## config.mk

```make
export PLATFORM = sky130hd
export DESIGN_NAME = adc_output_config_regs
export DESIGN_NICKNAME = d
export VERILOG_FILES = /design/src/core/adc_cfg_pkg.sv /design/src/core/adc_channel_out.sv /design/src/core/adc_output_config_regs.sv
export SDC_FILE = /design/constraint.sdc
export NUM_CORES = 1
export LEC_CHECK = 0
export ABC_AREA = 1
export BUFFER_PORTS_ARGS = -buffer_cell sky130_fd_sc_hd__buf_2
export CAP_MARGIN = 20
export CORE_AREA = 2 2 116 230
export CTS_CLUSTER_SIZE = 25
export DETAILED_ROUTE_END_ITERATION = 6
export DIE_AREA = 0 0 118 232
export PLACE_DENSITY = 0.66
export SYNTH_ARGS = -nofsm -noshare
export SYNTH_HDL_FRONTEND = slang
export SYNTH_SLANG_ARGS = --single-unit
```

## constraint.sdc

```tcl
create_clock -name CLK_I -period 3.5 [get_ports CLK_I]
set_input_delay 0.7 -clock CLK_I [delete_from_list [all_inputs] [get_ports CLK_I]]
set_output_delay 0.7 -clock CLK_I [all_outputs]
set_load 0.02 [all_outputs]
```

## src/core/adc_cfg_pkg.sv

```systemverilog
// constants shared by the adc output configuration register bank
package adc_cfg_pkg;
  // register slots held by the bank
  localparam int NUM_SLOTS = 17;
  localparam int ADDR_W = 10;
  localparam int IDX_W = 8;
  localparam int DATA_W = 8;
  localparam int BUS_W = 32;
  localparam int BE_W = 4;

  // register indices; byte address is four times the index
  localparam logic [7:0] IDX_SOFT_RESET = 8'h00;
  localparam logic [7:0] IDX_STATUS = 8'h10;
  localparam logic [7:0] IDX_CHA_TEST_SEL = 8'h25;
  localparam logic [7:0] IDX_CHB_TEST_SEL = 8'h2B;
  localparam logic [7:0] IDX_CHB_FILTER_SEL = 8'h2D;
  localparam logic [7:0] IDX_CHB_NS_ENABLE = 8'h2E;
  localparam logic [7:0] IDX_DC_LOOP_CTRL = 8'h3D;
  localparam logic [7:0] IDX_TEST_UPPER = 8'h3F;
  localparam logic [7:0] IDX_TEST_LOWER = 8'h40;
  localparam logic [7:0] IDX_OUT_IF_CFG = 8'h41;
  localparam logic [7:0] IDX_DIG_OPT_ONE = 8'h42;
  localparam logic [7:0] IDX_DIG_OPT_TWO = 8'h44;
  localparam logic [7:0] IDX_POWER_DRIVE = 8'h45;
  localparam logic [7:0] IDX_CHB_HIGH_FREQ = 8'h4A;
  localparam logic [7:0] IDX_CHA_HIGH_FREQ = 8'h58;
  localparam logic [7:0] IDX_CHA_PEDESTAL = 8'hBF;
  localparam logic [7:0] IDX_CHB_PEDESTAL = 8'hC1;
  localparam logic [7:0] IDX_LOOP_HOLD = 8'hCF;

  // slot numbers
  localparam int S_CTRL = 0;
  localparam int S_CHA_TEST = 1;
  localparam int S_CHB_TEST = 2;
  localparam int S_CHB_FILT = 3;
  localparam int S_CHB_NS = 4;
  localparam int S_DC_LOOP = 5;
  localparam int S_UPPER = 6;
  localparam int S_LOWER = 7;
  localparam int S_OUT_IF = 8;
  localparam int S_DIG1 = 9;
  localparam int S_DIG2 = 10;
  localparam int S_POWER = 11;
  localparam int S_CHB_HF = 12;
  localparam int S_CHA_HF = 13;
  localparam int S_CHA_PED = 14;
  localparam int S_CHB_PED = 15;
  localparam int S_HOLD = 16;

  localparam logic [7:0] SLOT_INDEX [NUM_SLOTS] = '{
    IDX_SOFT_RESET, IDX_CHA_TEST_SEL, IDX_CHB_TEST_SEL, IDX_CHB_FILTER_SEL,
    IDX_CHB_NS_ENABLE, IDX_DC_LOOP_CTRL, IDX_TEST_UPPER, IDX_TEST_LOWER,
    IDX_OUT_IF_CFG, IDX_DIG_OPT_ONE, IDX_DIG_OPT_TWO, IDX_POWER_DRIVE,
    IDX_CHB_HIGH_FREQ, IDX_CHA_HIGH_FREQ, IDX_CHA_PEDESTAL, IDX_CHB_PEDESTAL,
    IDX_LOOP_HOLD};
  // writable bits per slot; every other bit stores and reads zero
  localparam logic [7:0] SLOT_MASK [NUM_SLOTS] = '{
    8'h02, 8'h07, 8'h07, 8'h7F, 8'h40, 8'h20, 8'h3F, 8'hF8,
    8'hF0, 8'h08, 8'h01, 8'hE4, 8'h01, 8'h01, 8'hE0, 8'hE0, 8'h80};
  localparam logic [7:0] REG_RESET = 8'h00;

  // field positions
  localparam int BIT_SOFT_RESET = 1;
  localparam int BIT_NS_ON = 6;
  localparam int BIT_DC_LOOP_ON = 5;
  localparam int BIT_HOLD = 7;
  localparam int BIT_DIG1 = 3;
  localparam int BIT_DIG2 = 0;
  localparam int BIT_STANDBY_ALL_CHANNELS = 7;
  localparam int BIT_DIFF_CLK = 6;
  localparam int BIT_DIFF_DATA = 5;
  localparam int BIT_PDN = 2;
  localparam int BIT_HF = 0;
  localparam int FILT_HI = 6;
  localparam int IF_HI = 7;
  localparam int IF_LO = 6;
  localparam int DRV_HI = 5;
  localparam int DRV_LO = 4;
  localparam int UP_HI = 5;
  localparam int LOW_HI = 7;
  localparam int LOW_LO = 3;
  localparam int PED_HI = 7;
  localparam int PED_LO = 5;
  localparam int TEST_HI = 2;
  localparam int ST_READY = 0;
  localparam int ST_WAKING = 1;
  localparam logic [1:0] IF_DDR_DIFF = 2'b00;

  // timing
  localparam int CLK_PERIOD_NS = 8;
  localparam int STANDBY_ALL_CHANNELS_WAKE_US = 50;
  localparam int PDN_WAKE_US = 100;
  localparam int NS_PER_US = 1000;
  localparam int STANDBY_ALL_CHANNELS_WAKE_CYCLES = STANDBY_ALL_CHANNELS_WAKE_US * NS_PER_US / CLK_PERIOD_NS;
  localparam int PDN_WAKE_CYCLES = PDN_WAKE_US * NS_PER_US / CLK_PERIOD_NS;
  localparam int WAKE_W = 14;

  // datapath
  localparam int SAMPLE_W = 11;
  localparam logic [10:0] MIDCODE = 11'h400;
  localparam logic [10:0] CODE_MAX = 11'h7FF;
  localparam logic [10:0] TOGGLE_A = 11'h555;
  localparam logic [10:0] TOGGLE_B = 11'h2AA;
  localparam int EST_FRAC = 4;
  localparam int EST_W = 16;
  localparam logic [2:0] RAMP_LAST = 3'h7;
  localparam logic [2:0] PED_PLUS4 = 3'b100;
  localparam logic signed [3:0] PED_FOUR = 4'sh4;

  typedef enum logic [2:0] {
    TP_NORMAL = 3'b000,
    TP_ZEROS = 3'b001,
    TP_ONES = 3'b010,
    TP_TOGGLE = 3'b011,
    TP_RAMP = 3'b100,
    TP_CUSTOM = 3'b101
  } test_sel_e;
endpackage

```

## src/core/adc_channel_out.sv

```systemverilog
// one channel output stage: offset loop, pedestal and test patterns
`timescale 1ns/1ps
module adc_channel_out (
  // clock and reset
  input wire logic clk_i,
  input wire logic rst_n_i,
  // converter sample and settings
  input wire logic [10:0] sample_i,
  input wire logic [2:0] test_sel_i,
  input wire logic [10:0] custom_i,
  input wire logic corr_on_i,
  input wire logic hold_i,
  input wire logic [2:0] ped_i,
  input wire logic active_i,
  // output word
  output logic [10:0] data_o
);
  logic signed [15:0] est_reg;
  logic [2:0] ramp_div_reg;
  logic [10:0] ramp_reg;
  logic toggle_reg;
  logic [10:0] data_reg;
  logic signed [12:0] err;
  logic signed [13:0] corr_val;
  logic signed [3:0] ped_val;
  logic [10:0] normal_val;

  // pedestal code to signed lsb count
  always_comb begin
    if (ped_i == adc_cfg_pkg::PED_PLUS4) begin
      ped_val = adc_cfg_pkg::PED_FOUR;
    end else begin
      ped_val = signed'({ped_i[2], ped_i});
    end
  end

  assign err = signed'({2'b00, sample_i}) -
    signed'({2'b00, adc_cfg_pkg::MIDCODE});

  // leaky estimate of the offset from midcode, frozen on hold
  always_ff @(posedge clk_i or negedge rst_n_i) begin
    if (!rst_n_i) begin
      est_reg <= '0;
    end else if (!corr_on_i) begin
      est_reg <= '0;
    end else if (!hold_i) begin
      est_reg <= est_reg + 16'(err) - (est_reg >>> adc_cfg_pkg::EST_FRAC);
    end
  end

  // output driven to midcode plus pedestal, clamped to code range
  always_comb begin
    corr_val = signed'({3'b000, sample_i}) -
      14'(est_reg >>> adc_cfg_pkg::EST_FRAC) + 14'(ped_val);
    if (!corr_on_i) begin
      normal_val = sample_i;
    end else if (corr_val < 0) begin
      normal_val = '0;
    end else if (corr_val > signed'({3'b000, adc_cfg_pkg::CODE_MAX})) begin
      normal_val = adc_cfg_pkg::CODE_MAX;
    end else begin
      normal_val = corr_val[10:0];
    end
  end

  // ramp steps every eighth clock, toggle flips every clock
  always_ff @(posedge clk_i or negedge rst_n_i) begin
    if (!rst_n_i) begin
      ramp_div_reg <= '0;
      ramp_reg <= '0;
      toggle_reg <= 1'b0;
    end else begin
      ramp_div_reg <= ramp_div_reg + 3'h1;
      toggle_reg <= ~toggle_reg;
      if (ramp_div_reg == adc_cfg_pkg::RAMP_LAST) begin
        ramp_reg <= ramp_reg + 11'h001;
      end
    end
  end

  always_ff @(posedge clk_i or negedge rst_n_i) begin
    if (!rst_n_i) begin
      data_reg <= '0;
    end else if (!active_i) begin
      data_reg <= '0;
    end else begin
      case (test_sel_i)
        adc_cfg_pkg::TP_NORMAL: data_reg <= normal_val;
        adc_cfg_pkg::TP_ZEROS: data_reg <= '0;
        adc_cfg_pkg::TP_ONES: data_reg <= adc_cfg_pkg::CODE_MAX;
        adc_cfg_pkg::TP_TOGGLE: data_reg <= toggle_reg ?
          adc_cfg_pkg::TOGGLE_B : adc_cfg_pkg::TOGGLE_A;
        adc_cfg_pkg::TP_RAMP: data_reg <= ramp_reg;
        adc_cfg_pkg::TP_CUSTOM: data_reg <= custom_i;
        default: data_reg <= '0;
      endcase
    end
  end

  assign data_o = data_reg;
endmodule // adc_channel_out

```

## src/core/adc_output_config_regs.sv

```systemverilog
// output configuration register bank of a dual-channel 11-bit converter
// Function
// channel B filter index, effective in digital mode
// channel B noise shaping on/off bit
// offset correction loop enable bit
// upper register gives pattern bits 10..5
// lower register gives pattern bits 4..0
// interface field 00 differential, else parallel
// parallel clock drive strength, four levels
// standby both channels, 50 us wake
// full power down, 100 us wake
// differential clock buffer double strength
// differential data buffers double strength
// channel B high input frequency mode
// channel A high input frequency mode
// pedestal code maps -3..+4 lsb
// loop drives midcode then adds pedestal
// each channel owns its pedestal register
// software writes zero to undefined bits
// every register reads zero after reset; the status register reads 01 in the code, as the converter is ready
// pattern code 101 outputs custom word
// soft reset clears all, self-clears
// freeze holds last offset estimate
// custom word is upper above lower
`timescale 1ns/1ps
module adc_output_config_regs #(
  parameter int STANDBY_ALL_CHANNELS_WAKE_CYCLES = adc_cfg_pkg::STANDBY_ALL_CHANNELS_WAKE_CYCLES,
  parameter int PDN_WAKE_CYCLES = adc_cfg_pkg::PDN_WAKE_CYCLES
) (
  // clock and reset
  input wire logic CLK_I,
  input wire logic RST_N_I,
  // avalon-mm slave
  input wire logic [9:0] ADDRESS_I,
  input wire logic READ_I,
  input wire logic WRITE_I,
  input wire logic [3:0] BYTEENABLE_I,
  input wire logic [31:0] WRITEDATA_I,
  output logic [31:0] READDATA_O,
  output logic WAITREQUEST_O,
  // converter samples
  input wire logic [10:0] CHA_SAMPLE_I,
  input wire logic [10:0] CHB_SAMPLE_I,
  // output words
  output logic [10:0] CHA_DATA_O,
  output logic [10:0] CHB_DATA_O,
  // noise shaping controls
  output logic [6:0] CHB_NOISE_FILTER_INDEX_O,
  output logic CHB_NOISE_SHAPING_ON_O,
  // output interface controls
  output logic OUTPUT_PARALLEL_O,
  output logic [1:0] PARALLEL_CLOCK_DRIVE_O,
  output logic DIFF_CLOCK_DRIVE_DOUBLE_O,
  output logic DIFF_DATA_DRIVE_DOUBLE_O,
  // power and frequency mode
  output logic STANDBY_ALL_CHANNELS_O,
  output logic FULL_POWER_DOWN_O,
  output logic CONVERTER_READY_O,
  output logic CHA_HIGH_INPUT_FREQ_ON_O,
  output logic CHB_HIGH_INPUT_FREQ_ON_O
);
  logic [7:0] regs [adc_cfg_pkg::NUM_SLOTS];
  logic [adc_cfg_pkg::NUM_SLOTS-1:0] hit;
  logic ack_reg;
  logic [31:0] rdata_reg;
  logic [31:0] rdata_next;
  logic wr_en;
  logic soft_reset;
  logic standby_all_channels_prev_reg;
  logic pdn_prev_reg;
  logic [13:0] wake_cnt_reg;
  logic [7:0] status_byte;
  logic digital_mode;
  logic [10:0] custom_word;
  logic active;
  logic chb_filt_on;

  // bus handshake: one wait cycle per access, then one gap cycle
  always_ff @(posedge CLK_I or negedge RST_N_I) begin
    if (!RST_N_I) begin
      ack_reg <= 1'b0;
    end else begin
      ack_reg <= (READ_I | WRITE_I) & ~ack_reg;
    end
  end

  assign WAITREQUEST_O = ~ack_reg;
  assign wr_en = WRITE_I & ack_reg & BYTEENABLE_I[0];
  assign soft_reset = regs[adc_cfg_pkg::S_CTRL][adc_cfg_pkg::BIT_SOFT_RESET];

  // register slots, reserved bits stored as zero
  generate
    for (genvar s = 0; s < adc_cfg_pkg::NUM_SLOTS; s++) begin : g_slot
      assign hit[s] = ADDRESS_I[9:2] == adc_cfg_pkg::SLOT_INDEX[s];
      always_ff @(posedge CLK_I or negedge RST_N_I) begin
        if (!RST_N_I) begin
          regs[s] <= adc_cfg_pkg::REG_RESET;
        end else if (soft_reset) begin
          regs[s] <= adc_cfg_pkg::REG_RESET;
        end else if (wr_en && hit[s]) begin
          regs[s] <= WRITEDATA_I[7:0] & adc_cfg_pkg::SLOT_MASK[s];
        end
      end
    end
  endgenerate

  assign status_byte = {6'h00, wake_cnt_reg != '0, CONVERTER_READY_O};

  // read mux; unmapped indices read zero
  always_comb begin
    rdata_next = '0;
    for (int s = 0; s < adc_cfg_pkg::NUM_SLOTS; s++) begin
      if (hit[s]) begin
        rdata_next = {24'h000000, regs[s]};
      end
    end
    if (ADDRESS_I[9:2] == adc_cfg_pkg::IDX_STATUS) begin
      rdata_next = {24'h000000, status_byte};
    end
  end

  always_ff @(posedge CLK_I or negedge RST_N_I) begin
    if (!RST_N_I) begin
      rdata_reg <= '0;
    end else if (READ_I && !ack_reg) begin
      rdata_reg <= rdata_next;
    end
  end

  assign READDATA_O = rdata_reg;

  // wake timing after standby or power down is released
  always_ff @(posedge CLK_I or negedge RST_N_I) begin
    if (!RST_N_I) begin
      standby_all_channels_prev_reg <= 1'b0;
      pdn_prev_reg <= 1'b0;
      wake_cnt_reg <= '0;
    end else begin
      standby_all_channels_prev_reg <= STANDBY_ALL_CHANNELS_O;
      pdn_prev_reg <= FULL_POWER_DOWN_O;
      if (FULL_POWER_DOWN_O || STANDBY_ALL_CHANNELS_O) begin
        wake_cnt_reg <= '0;
      end else if (pdn_prev_reg) begin
        wake_cnt_reg <= 14'(PDN_WAKE_CYCLES);
      end else if (standby_all_channels_prev_reg) begin
        wake_cnt_reg <= 14'(STANDBY_ALL_CHANNELS_WAKE_CYCLES);
      end else if (wake_cnt_reg != '0) begin
        wake_cnt_reg <= wake_cnt_reg - 14'h0001;
      end
    end
  end

  assign active = ~STANDBY_ALL_CHANNELS_O & ~FULL_POWER_DOWN_O &
    ~standby_all_channels_prev_reg & ~pdn_prev_reg & (wake_cnt_reg == '0);
  assign CONVERTER_READY_O = active;

  // configuration outputs
  assign digital_mode = regs[adc_cfg_pkg::S_DIG1][adc_cfg_pkg::BIT_DIG1];
  assign chb_filt_on = digital_mode;
  assign CHB_NOISE_FILTER_INDEX_O = chb_filt_on ?
    regs[adc_cfg_pkg::S_CHB_FILT][adc_cfg_pkg::FILT_HI:0] : 7'h00;
  assign CHB_NOISE_SHAPING_ON_O =
    regs[adc_cfg_pkg::S_CHB_NS][adc_cfg_pkg::BIT_NS_ON];
  assign OUTPUT_PARALLEL_O =
    regs[adc_cfg_pkg::S_OUT_IF][adc_cfg_pkg::IF_HI:adc_cfg_pkg::IF_LO]
    != adc_cfg_pkg::IF_DDR_DIFF;
  assign PARALLEL_CLOCK_DRIVE_O =
    regs[adc_cfg_pkg::S_OUT_IF]
      [adc_cfg_pkg::DRV_HI:adc_cfg_pkg::DRV_LO];
  assign DIFF_CLOCK_DRIVE_DOUBLE_O =
    regs[adc_cfg_pkg::S_POWER][adc_cfg_pkg::BIT_DIFF_CLK];
  assign DIFF_DATA_DRIVE_DOUBLE_O =
    regs[adc_cfg_pkg::S_POWER][adc_cfg_pkg::BIT_DIFF_DATA];
  assign STANDBY_ALL_CHANNELS_O =
    regs[adc_cfg_pkg::S_POWER][adc_cfg_pkg::BIT_STANDBY_ALL_CHANNELS];
  assign FULL_POWER_DOWN_O =
    regs[adc_cfg_pkg::S_POWER][adc_cfg_pkg::BIT_PDN];
  assign CHB_HIGH_INPUT_FREQ_ON_O =
    regs[adc_cfg_pkg::S_CHB_HF][adc_cfg_pkg::BIT_HF];
  assign CHA_HIGH_INPUT_FREQ_ON_O =
    regs[adc_cfg_pkg::S_CHA_HF][adc_cfg_pkg::BIT_HF];

  // custom word: upper register above lower register
  assign custom_word = {
    regs[adc_cfg_pkg::S_UPPER][adc_cfg_pkg::UP_HI:0],
    regs[adc_cfg_pkg::S_LOWER][adc_cfg_pkg::LOW_HI:adc_cfg_pkg::LOW_LO]
  };

  adc_channel_out u_cha (
    .clk_i(CLK_I),
    .rst_n_i(RST_N_I),
    .sample_i(CHA_SAMPLE_I),
    .test_sel_i(regs[adc_cfg_pkg::S_CHA_TEST][adc_cfg_pkg::TEST_HI:0]),
    .custom_i(custom_word),
    .corr_on_i(regs[adc_cfg_pkg::S_DC_LOOP][adc_cfg_pkg::BIT_DC_LOOP_ON]),
    .hold_i(regs[adc_cfg_pkg::S_HOLD][adc_cfg_pkg::BIT_HOLD]),
    .ped_i(regs[adc_cfg_pkg::S_CHA_PED]
      [adc_cfg_pkg::PED_HI:adc_cfg_pkg::PED_LO]),
    .active_i(active),
    .data_o(CHA_DATA_O)
  );

  adc_channel_out u_chb (
    .clk_i(CLK_I),
    .rst_n_i(RST_N_I),
    .sample_i(CHB_SAMPLE_I),
    .test_sel_i(regs[adc_cfg_pkg::S_CHB_TEST][adc_cfg_pkg::TEST_HI:0]),
    .custom_i(custom_word),
    .corr_on_i(regs[adc_cfg_pkg::S_DC_LOOP][adc_cfg_pkg::BIT_DC_LOOP_ON]),
    .hold_i(regs[adc_cfg_pkg::S_HOLD][adc_cfg_pkg::BIT_HOLD]),
    .ped_i(regs[adc_cfg_pkg::S_CHB_PED]
      [adc_cfg_pkg::PED_HI:adc_cfg_pkg::PED_LO]),
    .active_i(active),
    .data_o(CHB_DATA_O)
  );
endmodule // adc_output_config_regs

```

Yosys cells after proc, flatten, opt, wreduce, memory -nomap -nowiden --
Index checks and enable logic that the tools add are counted. Widths: inputs -> output; s select.
Operators by class: $add $sub $neg 15, magnitude comparators 4, mux-type cells 75, bitwise logic cells 15, multipliers 0, div/mod/pow operators 0, equality and inequality tests 30, reductions and logical operators 44, shift operators 0
Operators by type and width (count):
- $mux 32 | 17
- $mux 8 | 35
- $mux 11 | 10
- $pmux 11 s5 | 2
- $mux 16 | 4
- $eq 8x7->1 const B | 7
- $mux 14 | 4
- $eq 8x6->1 const B | 6
- $reduce_bool 2->1 | 18
- $add 16x12->16 | 2
- $sub 16x12->16 | 2
- $add 13x4->14 | 2
- $gt 14x12->1 const B | 2
- $lt 14x1->1 const B | 2
- $sub 12x12->13 | 2
- $eq 3x3->1 const B | 8
- $eq 8x8->1 const B | 3
- $sub 11x11->12 const B | 2
- $add 11x1->11 const B | 2
- $logic_and 1x1->1 | 18
- $logic_not 14->1 | 1
- $reduce_bool 14->1 | 1
- $sub 14x1->14 const B | 1
- $eq 3x2->1 const B | 4
- 13 further kinds | 28
Word-level totals: word-level logic and storage cells 216, latch bits 0, flip-flop bits (word level) 269, output and inout port bits 73, memory bits (writable) 0, ROM bits 0, input bits 72, memories 0

Depth between registers and ports, before layout --
depth in word-level cells 19, gate-level depth with buffers 22, mapped depth without buffers 22

By module --
Synthesis repeated with hierarchy kept, for this count alone.
Second synthesis, totals: cells, all modules 1618, area total of the unflattened synthesis 12374.4 sq um
Modules (own cells, without submodules):
- adc_channel_out at u_cha | cells an instance 534, sequential area each 1051.0 sq um, area each 4142.7 sq um, instances 1
- adc_output_config_regs | cells an instance 548, sequential area each 1776.7 sq um, area each 4131.5 sq um, instances 1
- adc_channel_out at u_chb | cells an instance 536, sequential area each 1051.0 sq um, area each 4100.2 sq um, instances 1

Worst setup path after synthesis --
Ideal clock, no wire load.
path kind flip-flop to flip-flop, from register regs[13] in the netlist's numbering, to register u_chb.data_reg[1], in the netlist u_chb.data_o[1], arrival 2903 ps, setup time 129 ps, required time 3371 ps, path buffers 1, stages on the path, launching flop included 18, period minus slack after synthesis 3032 ps, path slack 468 ps, cell sequence dfrtp_1 inv_1 a21oi_1 inv_1 fa_1 inv_1 ha_1 inv_1 nor3_1 nand3_1 nand3_1 xor2_1 buf_2 nand3_1 nand2_1 nand2_1 nand2_1 a21oi_2
Between the ends: longest elaborated chain between the ends 9, elaborated cells on any way between the ends 10, classes of those cells add/sub: 1; order compare: 2; eq/ne: 1; mux: 6
RTL lines:
- start: declaration | line adc_output_config_regs.sv:62 | logic [7:0] regs [adc_cfg_pkg::NUM_SLOTS];
- start signal: indexed assignment | line adc_output_config_regs.sv:97 | regs[s] <= adc_cfg_pkg::REG_RESET;
- start signal: indexed assignment | line adc_output_config_regs.sv:99 | regs[s] <= adc_cfg_pkg::REG_RESET;
- start signal: indexed assignment | line adc_output_config_regs.sv:101 | regs[s] <= WRITEDATA_I[7:0] & adc_cfg_pkg::SLOT_MASK[s];
- $eq 3x3->1 | line adc_channel_out.sv:30 | if (ped_i == adc_cfg_pkg::PED_PLUS4) begin
- $mux 4 (*) | line adc_channel_out.sv:30
- $add 13x4->14 (*) | line adc_channel_out.sv:54 | 14'(est_reg >>> adc_cfg_pkg::EST_FRAC) + 14'(ped_val);
- $gt 14x12->1 | line adc_channel_out.sv:59 | end else if (corr_val > signed'({3'b000, adc_cfg_pkg::CODE_MAX})) begin
- $mux 11 | line adc_channel_out.sv:59
- $mux 11 (*) | line adc_channel_out.sv:57 | end else if (corr_val < 0) begin
- $mux 11 (*) | line adc_channel_out.sv:55 | if (!corr_on_i) begin
- $pmux 11 s5 (*) | line adc_channel_out.sv:87 | case (test_sel_i)
- $mux 11 (*) | line adc_channel_out.sv:84 | end else if (!active_i) begin
- end signal: assignment | line adc_channel_out.sv:88 | adc_cfg_pkg::TP_NORMAL: data_reg <= normal_val;
- end signal: assignment | line adc_channel_out.sv:90 | adc_cfg_pkg::TP_ONES: data_reg <= adc_cfg_pkg::CODE_MAX;
- end signal: assignment | line adc_channel_out.sv:91 | adc_cfg_pkg::TP_TOGGLE: data_reg <= toggle_reg ?
- end: declaration | line adc_channel_out.sv:22 | logic [10:0] data_reg;
Mark *: on every way between the ends. The rest lies on a longest branch, timed or not. A chain may end at the register's enable or synchronous reset.

Worst setup path in the final report --
from register regs[22] in the netlist's numbering, to register u_cha.data_reg[10], in the netlist u_cha.data_o[10]
Between the ends: longest elaborated chain between the ends 9, elaborated cells on any way between the ends 10, classes of those cells add/sub: 1; order compare: 2; eq/ne: 1; mux: 6
RTL lines (line):
- $eq 3x3->1 | adc_channel_out.sv:30
- $mux 4 (*) | adc_channel_out.sv:30
- $add 13x4->14 (*) | adc_channel_out.sv:54
- $gt 14x12->1 | adc_channel_out.sv:59
- $mux 11 | adc_channel_out.sv:59
- $mux 11 (*) | adc_channel_out.sv:57
- $mux 11 (*) | adc_channel_out.sv:55
- $pmux 11 s5 (*) | adc_channel_out.sv:87
- $mux 11 (*) | adc_channel_out.sv:84
- end signal: assignment | adc_channel_out.sv:88
- end signal: assignment | adc_channel_out.sv:90
- end signal: assignment | adc_channel_out.sv:91
- end: declaration | adc_channel_out.sv:22
Marked as above.

==> run_results.csv <==
group,metric,value,unit
outcome,status,"complete, no violations",
die,start_util,0.463,
cells_and_area,stdcell_count,2024,
cells_and_area,fillCellCount,2539,
synth,yosys.area.top_type_share,0.326,
synth,synthTopCellsByArea,"dfrtp_1 (33%), nand2_1 (12%), inv_1 (9.5%), fa_1 (8.4%), ha_1 (7.5%)",
worst_setup_path,r2r-end,"u_cha.data_o[10]$_DFF_PN0_",
synth,synth_cell_types,47,
timing,fin_crit_sh,0.919,
place,io_buffers,91,
timing,min_period,3.22,ns
timing,finalClockSkew,0.0106,ns
worst_setup_path,arrival,3.50,ns
synth,synth_common_cells,"nand2_1 (365), inv_1 (300), dfrtp_1 (155), o21ai_0 (117), a21oi_1 (85)",
timing,rsz0062_at_grt,"no",
power_and_ir_drop,p_leak,0.00716,uW
timing,setup_viol,0,
global_routing,grt.overflow.total,0,
timing,setup_ws,0.282,ns
worst_setup_path,critical_path_class,"reg -> reg",
global_routing,grt_antenna_before_repair,0,
detailed_routing,vias_per_cell,5.20,
detailed_routing,drtPass1Iterations,6,
global_routing,track_usage,0.249,
worst_setup_path,ff2ff_setup_slack,0.28,ns
global_routing,grt_max_degree,69,
detailed_routing,drt_iter0_markers,715,
place,place.gp.congestion,0.982,
timing,fin_setup_tns,0,ns
place,placed_cells,1992,
clock_tree,cts_tree,"done",
detailed_routing,wire_per_inst,16.3,um
die,floorplan.core_area,0.0257,mm2
die,fp.dieH,232,um
timing,tightest_slew,0.849,ns
clock_tree,cts_buffers,17,
power_and_ir_drop,p_switching,1630,uW
clock_tree,htreeDepth,4,
die,dieArea,0.0274,mm2
synth,yosysTopAreaCell,"dfrtp_1",
synth,avgSynthCellArea,7.63,um2
timing,drv_slew,0,
worst_setup_path,worstRegToRegCells,20,
detailed_routing,routed_wl,33.0,mm
clock_tree,cts_sinks,155,
worst_setup_path,start_kind,"register",
power_and_ir_drop,power_frac_comb,0.218,
detailed_routing,antenna_left,0,
clock_tree,cts_root_buffer,"clkbuf_16",
cells_and_area,largest_reg_flops,25,
power_and_ir_drop,finalPower,4910,uW
worst_setup_path,cp-end-kind,"register",
global_routing,grt_pass1_wl,53.1,mm
place,hpwlAfterDp,26.6,mm
clock_tree,postCtsHoldBufs,0,
worst_setup_path,path_max_fanout,10,
clock_tree,clkLatencyLatePin,0.44,ns
cells_and_area,regArea,0.00388,mm2
timing,fmax,311,MHz
power_and_ir_drop,powerDensity,367,mW/mm2
run,maxCapViolCount,0,
power_and_ir_drop,seq_power_share,0.406,
synth,synth_seq_cells,155,
synth,synth_cells,1558,
cells_and_area,multi_input_area,0.00665,mm2
cells_and_area,antennaDiodeCount,0,
clock_tree,post_cts_buffers,0,
detailed_routing,drc_errors,0,
cells_and_area,syn_to_final_growth,12.6,%
power_and_ir_drop,p_clk_frac,0.376,
timing,max_slew_margin,0.434,
timing,hold_viol_final,0,
cells_and_area,drive_above_1_share,0.116,
cells_and_area,fin_nets,1864,
die,io_pins,145,
worst_hold_path,hold_class,"in -> async",
clock_tree,cts_resized,0,
worst_setup_path,reg2reg_from,"regs[22]$_DFFE_PN0P_",
place,dp_slack,0.0898,ns
synth,seq_area_frac_synth,0.326,
synth,syn_area,0.0119,mm2
synth,ys_warn_count,0,
synth,synth-edff-count,0,
power_and_ir_drop,switching_share,0.332,
power_and_ir_drop,p_int,3280,uW
synth,yosys.cell_count.top_type,"nand2_1",
die,die_w,118,um
power_and_ir_drop,ir_drop,0.000339,V
synth,async_flop_share,1.00,
worst_setup_path,required,3.78,ns
synth,synthFlopType,"dfrtp_1",
global_routing,grt_pass1_vias,10717,
clock_tree,cts_buffer_depth,2,
clock_tree,worst_setup_hold_path_clk_slew,0.07,ns
die,row_count,83,
detailed_routing,num_vias,10531,
-- worst max-delay path, stage by stage, from the launching register on --
cell     delay (ns)
dfrtp_1        0.35
inv_1          0.06
nand2_1        0.11
nand2_1        0.10
buf_12         0.16
fa_1           0.47
inv_1          0.04
ha_1           0.36
nand2_1        0.13
nor2_1         0.25
nand3_1        0.14
nand3_1        0.08
nand2_1        0.05
nand2_1        0.10
nand2_1        0.09
nand2_1        0.21
nand2_1        0.08
nand2_1        0.07
nand2_1        0.05
nand2_1        0.09
a21oi_1        0.07
-- cells in the final DEF (no fill, tap or decap), types with 6 or more instances in the layout --
cell / count
buf_4: 26
or2_2: 6
a221oi_1: 24
conb_1: 24
fa_1: 50
xnor2_1: 24
dfrtp_1: 155
nor3_1: 18
nor2_1: 80
buf_2: 90
ha_1: 71
nand3_1: 70
a21oi_1: 84
o22ai_1: 16
xor2_1: 33
nand4_1: 13
o21bai_1: 7
nand2_1: 365
o21ai_0: 117
clkbuf_16: 17
inv_1: 299
a21oi_2: 21
-- how the worst max path moves through the flow --
stage / start / end / cells past startpoint
after global placement: CHA_SAMPLE_I[7] / u_cha.data_o[10]$_DFF_PN0_ / 18
after floorplan: regs[13]$_DFFE_PN0P_ / u_chb.data_o[1]$_DFF_PN0_ / 17
after CTS: regs[14]$_DFFE_PN0P_ / u_chb.data_o[1]$_DFF_PN0_ / 19
final: regs[22]$_DFFE_PN0P_ / u_cha.data_o[10]$_DFF_PN0_ / 20
after detailed placement: CHA_SAMPLE_I[7] / u_cha.data_o[10]$_DFF_PN0_ / 18
after global routing: regs[22]$_DFFE_PN0P_ / u_cha.data_o[10]$_DFF_PN0_ / 20
-- power by group through the flow --
stage               combinational (uW)  sequential [uW]  clock, uW
floorplan                          789             2010          0
global placement                  1050             2020          0
finish                            1070             1990       1850
CTS                               1070             1990       1880
detailed placement                1070             2020          0
global route                      1230             2010       1950
-- stage by stage --
stage               utilization  area (um2)  hold slack [ns]
global placement          0.499       12800            0.415
detailed placement        0.499       12800            0.417
floorplan                     -       12000            0.401
finish                    0.522       13400            0.225
global route              0.522       13400            0.236
CTS                       0.521       13400            0.236
-- cells by family after synthesis --
kind of cell / synth area share
buffers and inverters: 0.123
flip-flops: 0.326
adder cells (fa/ha/maj): 0.159
AND/OR/NAND/NOR: 0.201
XOR/XNOR: 0.0420
AO/OA/AOI/OAI: 0.145
other: 0.000315
multiplexers: 0.00284
-- metal layers --
| metal | track usage | up-vias | share of wire |
|---|---|---|---|
| met5 | 0 | - | 0 |
| met2 | 0.496 | 313 | 0.57 |
| li1 | - | 5160 | - |
| met4 | 0.137 | 0 | 0.054 |
| met1 | 0.239 | 4966 | 0.35 |
| met3 | 0.0363 | 92 | 0.033 |
-- area by class of cell --
cell class	count	share of cell area
Tap cell	340	0.0318
Sequential cell	155	0.290
Timing Repair Buffer	120	0.0536
Multi-Input combinational cell	1071	0.496
Inverter	306	0.0860
Clock buffer	18	0.0321
Clock inverter	14	0.0104
Note: power is estimated with default switching activity, not from simulation.
